[config.mk]
export PLATFORM = sky130hd
export DESIGN_NAME = fault_log_framer
export DESIGN_NICKNAME = d
export VERILOG_FILES = /design/src/rtl/fault_log_pkg.sv /design/src/rtl/fault_log_framer.sv
export SDC_FILE = /design/constraint.sdc
export NUM_CORES = 1
export LEC_CHECK = 0
export BUFFER_PORTS_ARGS = -buffer_cell sky130_fd_sc_hd__buf_2
export CAP_MARGIN = 40
export CORE_MARGIN = 2
export CORE_UTILIZATION = 25
export CTS_BUF_LIST = sky130_fd_sc_hd__clkbuf_8
export CTS_CLUSTER_DIAMETER = 50
export CTS_CLUSTER_SIZE = 28
export DETAILED_ROUTE_END_ITERATION = 6
export PLACE_DENSITY_LB_ADDON = 0.25
export SYNTH_ARGS = -nofsm -noshare
export SYNTH_HDL_FRONTEND = slang
export SYNTH_SLANG_ARGS = --single-unit
[constraint.sdc]
create_clock -name i_clock -period 27.1 [get_ports i_clock]
set_clock_uncertainty 0.1 [all_clocks]
set_input_delay 2.71 -clock i_clock [delete_from_list [all_inputs] [get_ports i_clock]]
set_output_delay 2.71 -clock i_clock [all_outputs]
set_load 0.02 [all_outputs]
[src/rtl/fault_log_pkg.sv]
// constants and carrier types for the fault log record framer
package fault_log_pkg;
    localparam int          REC_LEN        = 147;
    localparam logic [7:0]  REC_LEN_BYTE   = 8'h93;
    localparam logic [7:0]  OFS_VIN_PEAK   = 8'h13;
    localparam logic [7:0]  OFS_TEMP_CH0   = 8'h15;
    localparam logic [7:0]  OFS_TEMP_CH1   = 8'h17;
    localparam logic [7:0]  OFS_TEMP_INT   = 8'h19;
    localparam logic [7:0]  OFS_EVENT_N    = 8'h1B;
    localparam logic [7:0]  OFS_EVENT_END  = 8'h25;
    localparam logic [4:0]  MUX_LAST_STEP  = 5'h19;
    localparam logic [2:0]  EVENT_PAGES    = 3'h6;
    localparam logic [15:0] PEAK_RESET     = 16'h0000;

    // one conversion result from the measurement multiplexer
    typedef struct packed {
        logic [4:0]  step;
        logic [2:0]  kind;
        logic [15:0] value;
    } conv_s;

    // conversion kinds that land in the record
    localparam logic [2:0] K_VOUT0 = 3'h0;
    localparam logic [2:0] K_VOUT1 = 3'h1;
    localparam logic [2:0] K_IOUT0 = 3'h2;
    localparam logic [2:0] K_IOUT1 = 3'h3;
    localparam logic [2:0] K_VIN   = 3'h4;
    localparam logic [2:0] K_IIN   = 3'h5;
    localparam logic [2:0] K_TEMP0 = 3'h6;
    localparam logic [2:0] K_TEMP1 = 3'h7;
    localparam logic [4:0] STEP_TEMP_INT = 5'h18;

    typedef struct packed {
        logic [7:0] data;
        logic       last;
    } rec_byte_s;

    typedef enum logic [1:0] {ST_IDLE, ST_DRAIN, ST_STORE} cap_state_e;
endpackage

[src/rtl/fault_log_framer.sv]
// fault record capture and byte framer for bytes 19 to 38
module fault_log_framer (
    input  wire logic                   i_clock,
    input  wire logic                   i_sys_rst,
    input  wire logic                   i_conv_valid,
    input  wire fault_log_pkg::conv_s   i_conv,
    input  wire logic                   i_fault,
    input  wire logic                   i_peak_clear_command,
    input  wire logic                   i_fault_log_read_command,
    input  wire logic                   i_store_done,
    output logic                        o_store_start,
    output logic [2:0]                  o_store_pages,
    output logic                        o_log_valid,
    output logic                        o_busy,
    output logic                        o_byte_valid,
    input  wire logic                   i_byte_ready,
    output fault_log_pkg::rec_byte_s    o_byte
);
    import fault_log_pkg::*;

    logic [15:0] input_voltage_peak;
    logic [15:0] temp_ch0, temp_ch1, temp_int;
    logic [15:0] live_page [6];
    logic [15:0] event_page [6];
    logic [15:0] live_t0, live_t1, live_ti;
    cap_state_e  state;
    logic        log_valid;
    logic        reading;
    logic [7:0]  rd_ofs;

    // linear-11 compare: exponent signed 5 bits, mantissa signed 11 bits
    function automatic logic signed [47:0] lin11_val(input logic [15:0] w);
        logic signed [4:0]  e;
        logic signed [10:0] m;
        logic signed [47:0] r;
        e = w[15:11];
        m = w[10:0];
        r = 48'(m) <<< 16;
        if (e[4]) r = r >>> (-e);
        else r = r <<< e;
        return r;
    endfunction

    // byte of a big-endian word: high first
    function automatic logic [7:0] hi_lo(input logic [15:0] w, input logic lo);
        return lo ? w[7:0] : w[15:8];
    endfunction

    wire conv_vin   = i_conv_valid && i_conv.kind == K_VIN;
    wire vin_higher = lin11_val(i_conv.value) > lin11_val(input_voltage_peak);
    wire cycle_end  = i_conv_valid && i_conv.step == MUX_LAST_STEP;

    // peak tracking; clear wins only when no VIN sample arrives together, else that sample loads
    always_ff @(posedge i_clock or posedge i_sys_rst) begin
        if (i_sys_rst) begin
            input_voltage_peak <= PEAK_RESET;
        end else if (conv_vin && (vin_higher || i_peak_clear_command)) begin
            input_voltage_peak <= i_conv.value;
        end else if (i_peak_clear_command) begin
            input_voltage_peak <= PEAK_RESET;
        end
    end

    // live multiplexer pass; linear-16 arrives as mantissa only
    always_ff @(posedge i_clock or posedge i_sys_rst) begin
        if (i_sys_rst) begin
            for (int i = 0; i < 6; i++) live_page[i] <= 16'h0000;
            live_t0 <= 16'h0000;
            live_t1 <= 16'h0000;
            live_ti <= 16'h0000;
        end else if (i_conv_valid) begin
            if (i_conv.step == STEP_TEMP_INT) live_ti <= i_conv.value;
            else if (i_conv.kind == K_TEMP0) live_t0 <= i_conv.value;
            else if (i_conv.kind == K_TEMP1) live_t1 <= i_conv.value;
            else live_page[i_conv.kind] <= i_conv.value;
        end
    end

    // fault: finish the pass through the last step, then freeze and store
    always_ff @(posedge i_clock or posedge i_sys_rst) begin
        if (i_sys_rst) begin
            state <= ST_IDLE;
            log_valid <= 1'b0;
            temp_ch0 <= 16'h0000;
            temp_ch1 <= 16'h0000;
            temp_int <= 16'h0000;
            for (int i = 0; i < 6; i++) event_page[i] <= 16'h0000;
        end else begin
            unique case (state)
                ST_IDLE: if (i_fault) state <= ST_DRAIN;
                ST_DRAIN: if (cycle_end) begin
                    state <= ST_STORE;
                    event_page <= live_page;
                    temp_ch0 <= live_t0;
                    temp_ch1 <= live_t1;
                    temp_int <= live_ti;
                end
                ST_STORE: if (i_store_done) begin
                    state <= ST_IDLE;
                    log_valid <= 1'b1;
                end
            endcase
        end
    end

    // nonvolatile store of header plus all event pages, one pulse
    assign o_store_start = state == ST_DRAIN && cycle_end;
    assign o_store_pages = EVENT_PAGES;
    assign o_log_valid   = log_valid;
    assign o_busy        = state != ST_IDLE;

    // record byte selection for this slice of the record
    wire       lo_half  = rd_ofs[0] ^ OFS_VIN_PEAK[0];
    wire [7:0] pg_idx   = (rd_ofs - OFS_EVENT_N) >> 1;
    wire        in_peak  = rd_ofs < OFS_TEMP_CH0;
    wire        in_t0    = rd_ofs < OFS_TEMP_CH1;
    wire        in_t1    = rd_ofs < OFS_TEMP_INT;
    wire        in_ti    = rd_ofs < OFS_EVENT_N;
    wire [15:0] sel_word = in_peak ? input_voltage_peak
                         : in_t0   ? temp_ch0
                         : in_t1   ? temp_ch1
                         : in_ti   ? temp_int
                         : event_page[pg_idx[2:0]];
    wire [7:0]  sel_byte = hi_lo(sel_word, lo_half);

    // two-entry skid buffer so a stalled reader loses no byte
    rec_byte_s buf_q [2];
    logic [1:0] buf_cnt;
    wire push = reading && buf_cnt != 2'h2;
    wire pop  = o_byte_valid && i_byte_ready;
    wire last_byte = rd_ofs == OFS_EVENT_END + 8'h01;

    always_ff @(posedge i_clock or posedge i_sys_rst) begin
        if (i_sys_rst) begin
            reading <= 1'b0;
            rd_ofs <= OFS_VIN_PEAK;
        end else if (!reading && i_fault_log_read_command && log_valid) begin
            reading <= 1'b1;
            rd_ofs <= OFS_VIN_PEAK;
        end else if (push) begin
            reading <= !last_byte;
            rd_ofs <= rd_ofs + 8'h01;
        end
    end

    always_ff @(posedge i_clock or posedge i_sys_rst) begin
        if (i_sys_rst) begin
            buf_cnt <= 2'h0;
            buf_q[0] <= '0;
            buf_q[1] <= '0;
        end else begin
            if (pop) buf_q[0] <= buf_q[1];
            if (push) buf_q[(pop ? buf_cnt - 2'h1 : buf_cnt) == 2'h0 ? 0 : 1]
                <= '{data: sel_byte, last: last_byte};
            buf_cnt <= buf_cnt + {1'b0, push} - {1'b0, pop};
        end
    end

    assign o_byte_valid = buf_cnt != 2'h0;
    assign o_byte       = buf_q[0];
endmodule

==> flow_summary.json, run 1 <==
{
  "async_flop_share_pct": 100.0,
  "r2r_cells": 16,
  "place_ws_ps": 19240,
  "instances_no_fill": 2773,
  "fp.dieH_um": 276.6,
  "cp.depth": 17,
  "hp-class": "reg -> reg",
  "n_antenna_cell": 0,
  "syn_area_mm2": 0.01857,
  "grt_max_degree": 87,
  "globalRouteMet3Util_pct": 1.822,
  "globalRouteMet2Util_pct": 24.12,
  "yosysTopAreaCellShare_pct": 44.86,
  "worst_slew_margin_rel_pct": 38.93,
  "finalCritPeriodShare_pct": 26.80,
  "clock.fmax_mhz": 137.7,
  "leakagePower_nw": 9.274,
  "setup-tns-final_ps": 0,
  "critPathMaxFanout": 33,
  "cts_max_level": 2,
  "drc": 0,
  "dp_cells": 2701,
  "die_w_um": 276.6,
  "start_util_pct": 25.37,
  "finalHoldViolations": 0,
  "synth_ff_type": "dfrtp_1",
  "finalSetupViolCount": 0,
  "max_stage_delay_ps": 750,
  "post_cts_buffers": 0,
  "synth_edf_count": 0,
  "rrSetupSlack_ps": 22210,
  "cts_buffers": 39,
  "io_pins": 48,
  "place.gp.congestion": 0.8339,
  "maxSlewViolCount": 0,
  "setup_ws_ps": 19840,
  "io_buffers": 44,
  "drive_gt1_share_pct": 25.19,
  "synth_top_area_cell": "dfrtp_1",
  "antenna_found_initial": 1,
  "area_growth_pct": 12.16,
  "via_per_inst": 4.934,
  "synthCells": 1803,
  "crit_slowest_cell": "ha_1",
  "clk_pin_slew_worst_paths_ps": 90,
  "min_from": "live_t1[2]",
  "p_per_area_mw_per_mm2": 89.95,
  "clkSinkCount": 336,
  "drtIter0Drc": 791,
  "synth_seq_area_share_pct": 45.29,
  "holdPathEnd": "temp_ch1[2]",
  "cts-root-buf": "clkbuf_8",
  "required_ps": 27490,
  "cap_violations": 0,
  "grt_pass1_vias": 14020,
  "cp.buffers_inverters": 2,
  "cts_tree": "done",
  "fp.coreArea_mm2": 0.07321,
  "routedWlPerCell_um": 20.01,
  "antenna_left": 0,
  "cp_top_family": "compound AO/OA/AOI/OAI gates",
  "ir_drop_uv": 62.61,
  "use_met1_pct": 19.49,
  "firstDrtPassIters": 5,
  "cts_resized": 0,
  "fp.dieArea_mm2": 0.07649,
  "design_power_total_mw": 1.874,
  "min_path_cells": 1,
  "cts.path.max_buffers": 3,
  "period_needed_ps": 7263,
  "ys_warn_count": 0,
  "rsz0062_at_grt": "false",
  "r2r-end": "input_voltage_peak[14]",
  "crit_type": "in -> reg",
  "grt_overflow": 0,
  "endpoint_kind": "flop",
  "top_usage_layer": "met2",
  "dp_hpwl_mm": 38.57,
  "ctsHoldBuffers": 0,
  "clkLatencyLatePin_ps": 630,
  "vias": 13680,
  "avgSynthCellArea_um2": 10.30,
  "crit_chain": "buf_2 -> inv_2 -> ha_1 -> mux2_2 -> a22oi_1 -> nand2_1 -> o21ai_0 -> nand2_1 -> o31ai_1 -> a21oi_1 -> ha_1 -> nand4_1 -> or4_1 -> o21ai_0 -> a22oi_1 -> o21a_1 -> a22o_1",
  "grtUsageTotal_pct": 14.44,
  "arrival_ps": 7660,
  "grt_pass1_wl_mm": 86.31,
  "yosys.cell_types.count": 68,
  "ys_ff_latch": 336,
  "ys_top_cells_by_area": "dfrtp_1 45%, mux2_2 16%, mux2i_1 5.0%, nand2_1 4.5%, ha_1 3.7%",
  "status": "completed",
  "worst_setup_path_start_kind": "input port",
  "timing.rr.start": "input_voltage_peak[11]",
  "rows": 99,
  "drt-total-wl_mm": 55.50,
  "worst_slew_pin_slew_ps": 916.0,
  "finalNetCount": 1870,
  "fillCellCount": 7559
}
-- Yosys cell counts, drive strengths merged (6+ instances only) --
cell type / count
a211oi: 6
a21o: 6
a21oi: 98
a22o: 21
a22oi: 8
a31oi: 15
and3: 8
buf: 36
clkbuf: 111
dfrtp: 333
ha: 55
inv: 33
mux2: 272
mux2i: 93
mux4: 8
nand2: 223
nand2b: 6
nand3: 30
nand4: 10
nor2: 90
nor2b: 13
nor3: 33
o211ai: 8
o21a: 8
o21ai: 126
o22ai: 41
o31ai: 10
or3: 11
xnor2: 13
xor2: 7
-- power by group --
part | switching [mW] | internal (mW) | total, mW
clock | 0.212 | 0.230 | 0.442
sequential | 0.0765 | 0.621 | 0.698
combinational | 0.446 | 0.288 | 0.734
total | 0.735 | 1.14 | 1.87
-- cell type report --
type / instances / area [um^2] / share of cell area, %
clock buffer: 45 / 619.3 / 2.973
clock inverter: 27 / 384.1 / 1.844
inverter: 33 / 131.4 / 0.6306
multi-input combinational: 1288 / 9430 / 45.27
sequential: 336 / 8412 / 40.38
tap: 959 / 1200 / 5.760
timing repair buffer: 85 / 655.6 / 3.147
-- sequential cells by signal, indices dropped and copies added (netlist names) --
register	count
live_t1	16
reading	1
temp_int	16
input_voltage_peak	16
buf_q	9
rd_ofs	8
live_page	96
live_ti	16
buf_cnt	2
o_log_valid	1
state	2
temp_ch1	16
o_byte	9
live_t0	16
event_page	96
temp_ch0	16
-- cell families (layout without fill, tap and decap cells) --
group | Yosys count | after routing | share of synthesized area (%)
AO/OA/AOI/OAI | 388 | 388 | 12.83
XOR/XNOR | 20 | 20 | 0.9835
adder cells (fa/ha/maj) | 55 | 55 | 3.705
buffers and inverters | 180 | 190 | 4.022
flip-flops | 336 | 336 | 45.29
multiplexers | 373 | 373 | 22.47
other | 2 | 3 | 0.04043
AND/OR/NAND/NOR | 449 | 449 | 10.66
-- layer usage --
metal,vias up,routed length [um]
met5,-,12
met4,2,1340
met3,76,1913
met2,244,26000
met1,6930,26230
li1,6430,-
-- layout by cell type, fill, tap and decap left out, types with 32 or more instances in the layout --
cell / count
buf_2: 44
mux2i_1: 93
clkbuf_8: 45
nand2_1: 223
o21ai_0: 122
o22ai_1: 41
nor2_1: 89
nor3_1: 32
dfrtp_1: 333
a21oi_1: 98
buf_4: 32
mux2_2: 272
ha_1: 55
-- through the flow --
step                area (um^2)  hold WS, ps  utilization [%]
floorplan                 18580        346.0                -
global placement          19600        357.7            26.78
detailed placement        19830        366.8            27.09
CTS                       20830        371.3            28.46
global route              20830        378.6            28.46
finish                    20830        378.4            28.46
-- worst max-delay path by stage --
stage                             end  slack (ps)       start
2_1_floorplan              buf_cnt[0]       14990   i_sys_rst
3_3_place_gp    input_voltage_peak[3]       19120  i_conv[11]
3_5_place_dp    input_voltage_peak[1]       19240  i_conv[11]
4_1_cts        input_voltage_peak[14]       19890  i_conv[11]
5_1_grt        input_voltage_peak[12]       19400  i_conv[11]
6_report       input_voltage_peak[14]       19840  i_conv[11]
No activity file was read; power rests on OpenSTA's default activity.
==> run 2, diff against run 1 <==
==> constraint.sdc (replaced) <==
create_clock -name i_clock -period 7 [get_ports i_clock]
set_clock_uncertainty 0.1 [all_clocks]
set_input_delay 0.7 -clock i_clock [delete_from_list [all_inputs] [get_ports i_clock]]
set_output_delay 0.7 -clock i_clock [all_outputs]
set_load 0.02 [all_outputs]
==> run 2 against run 1 <==
  * Largest cell class unchanged
  * Power grew to 3.8 times the previous value
  * Register-to-register slack lost 20000 ps
  * Count of clock-buffer cells in the layout shrank 2
  * Combinational power grew to 3.8 times the previous value
  * Highest routed layer is now met4
  * Utilization shrank 0.19 points
  * Design area shrank 0.67%
  * Routed wire length shrank 3.0%
  * Global-route usage shrank 0.51 points
  * Worst setup slack lost 18000 ps
  * Clock power grew to 3.7 times the previous value
==> flow_summary.json, run 2 (same netlist as run 1, synthesis figures left out) <==
{
  "status": "completed",
  "p_clk_share_pct": 23.1,
  "area_growth_pct": 11.40,
  "die_w_um": 276.6,
  "endpoint_kind": "flop",
  "rows": 99,
  "drive_gt1_share_pct": 25.04,
  "drt-total-wl_mm": 53.85,
  "fillCellCount": 7584,
  "clkLatencyLatePin_ps": 630,
  "p_sw_mw": 2.828,
  "antenna_found_initial": 1,
  "crit_type": "in -> reg",
  "cts-root-buf": "clkbuf_8",
  "cts_tree": "done",
  "drc": 0,
  "intPower_mw": 4.278,
  "cts_resized": 0,
  "largestRegisters": "event_page x96, live_page x96",
  "utilization_pct": 28.27,
  "grtUsageTotal_pct": 13.93,
  "finalCritPeriodShare_pct": 75.13,
  "place.gp.congestion": 0.8294,
  "ctsHoldBuffers": 1,
  "grt_pass1_wl_mm": 83.66,
  "firstDrtPassIters": 5,
  "clkSinkCount": 336,
  "leakagePower_nw": 9.207,
  "io_buffers": 44,
  "timing.rr.start": "input_voltage_peak[11]",
  "grt_max_degree": 159,
  "drtIter0Drc": 765,
  "cp-endpoint": "input_voltage_peak[3]",
  "grt_pass1_vias": 13640,
  "rsz0062_at_grt": "false",
  "fp.dieArea_mm2": 0.07649,
  "crit_chain": "buf_2 -> inv_2 -> ha_1 -> mux2_2 -> a22oi_1 -> nand2_1 -> o21ai_0 -> nand2_1 -> o31ai_1 -> a21oi_1 -> ha_1 -> nand4_1 -> or4_1 -> o21ai_0 -> a22oi_1 -> o21a_1 -> a22o_1",
  "p_per_area_mw_per_mm2": 343.4,
  "worst_setup_path_start_kind": "input port",
  "arrival_ps": 5630,
  "fp.coreArea_mm2": 0.07321,
  "pwr-share-seq_pct": 38.1,
  "hp-class": "in -> reg",
  "clk_pin_slew_worst_paths_ps": 80,
  "dp_hpwl_mm": 37.47,
  "comb_power_share_pct": 38.9,
  "finalHoldViolations": 0,
  "period_needed_ps": 5259,
  "min_path_cells": 2,
  "start_util_pct": 25.37,
  "io_pins": 48,
  "cts_buffers": 40,
  "required_ps": 7380,
  "critPathMaxFanout": 33,
  "cts_max_level": 2,
  "via_per_inst": 4.867,
  "finalNetCount": 1868,
  "routedWlPerCell_um": 19.42,
  "cts.path.max_buffers": 3,
  "worst_slew_margin_rel_pct": 33.16,
  "vias": 13500,
  "max_stage_delay_ps": 800,
  "r2r_cells": 16,
  "cap_violations": 0,
  "critPathLaunch": "i_conv[11]",
  "crit_slowest_cell": "ha_1",
  "ir_drop_uv": 193.7,
  "rrSetupSlack_ps": 2010,
  "layout_common_cells": "333 x dfrtp_1, 272 x mux2_2, 223 x nand2_1",
  "grt_overflow": 0,
  "worst_slew_pin_slew_ps": 1003,
  "fp.dieH_um": 276.6,
  "antenna_left": 0,
  "maxSlewViolCount": 0,
  "post_cts_buffers": 0,
  "r2r-end": "input_voltage_peak[3]",
  "finalSetupViolCount": 0,
  "clock.fmax_mhz": 190.1,
  "setup-tns-final_ps": 0,
  "layout_commonest_cell": "dfrtp_1",
  "switching_share_pct": 39.80
}
==> run 2: cell types whose count changed in the layout (fill, tap and decap cells not counted), moves of 2 or more <==
cell	delta
buf_16	-5
bufinv_16	-3
clkinv_4	+3
buf_2	+2
clkbuf_8	-2
clkinv_2	-2
clkinv_8	+2
==> run 2: layer usage <==
metal	share of wire [%]	global-route usage, %	up-vias
met5	0	0	-
met4	2.1	3.769	0
met3	3.6	2.219	68
met2	47	22.72	219
met1	48	19.09	6781
li1	-	-	6427
==> run 2: power by group through the flow <==
stage | Sequential [mW] | Combinational (mW) | Clock, mW
6_report | 2.70 | 2.76 | 1.64
4_1_cts | 2.71 | 2.80 | 1.71
3_3_place_gp | 2.72 | 2.74 | 0
2_1_floorplan | 2.62 | 1.97 | 0
3_5_place_dp | 2.75 | 2.79 | 0
5_1_grt | 2.77 | 3.03 | 1.78
==> run 2: worst min-delay path by stage <==
stage | startpoint | to | slack [ps]
final | i_store_done | o_log_valid | 230
after global routing | i_store_done | o_log_valid | 210
after CTS | i_store_done | o_log_valid | 180
after detailed placement | live_t1[14] | live_t1[14] | 370
after global placement | live_page[79] | live_page[79] | 360
after floorplan | live_page[11] | live_page[11] | 350
==> run 2: cell type report <==
| class | count | area (um^2) | share of cell area (%) |
|---|---|---|---|
| Antenna cell | 1 | 2.502 | 0.01209 |
| Multi-Input combinational cell | 1288 | 9430 | 45.57 |
| Inverter | 33 | 127.6 | 0.6168 |
| Clock buffer | 43 | 591.8 | 2.860 |
| Tap cell | 959 | 1200 | 5.799 |
| Sequential cell | 336 | 8412 | 40.65 |
| Timing Repair Buffer | 82 | 543.0 | 2.624 |
| Clock inverter | 31 | 385.4 | 1.862 |
==> run 2: per-stage QoR <==
step                      area, um^2  hold WS (ps)  setup WS, ps  total power [mW]  instances
after detailed placement       19700         367.2          1121             5.536       2697
after CTS                      20690         177.3          1775             7.214       2772
final                          20690         231.4          1741             7.106       2773
after global placement         19660         358.3          1135             5.458       2692
after floorplan                18580         346.0          1712             4.595       1804
after global routing           20690         213.8          1359             7.576       2772
==> run 2: worst max-delay path, delay by kind of cell <==
family                   cells  cell delay [ps]
AO/OA/AOI/OAI                8             1650
buffers and inverters        2              830
adder cells (fa/ha/maj)      2             1160
AND/OR/NAND/NOR              4              850
multiplexers                 1              420
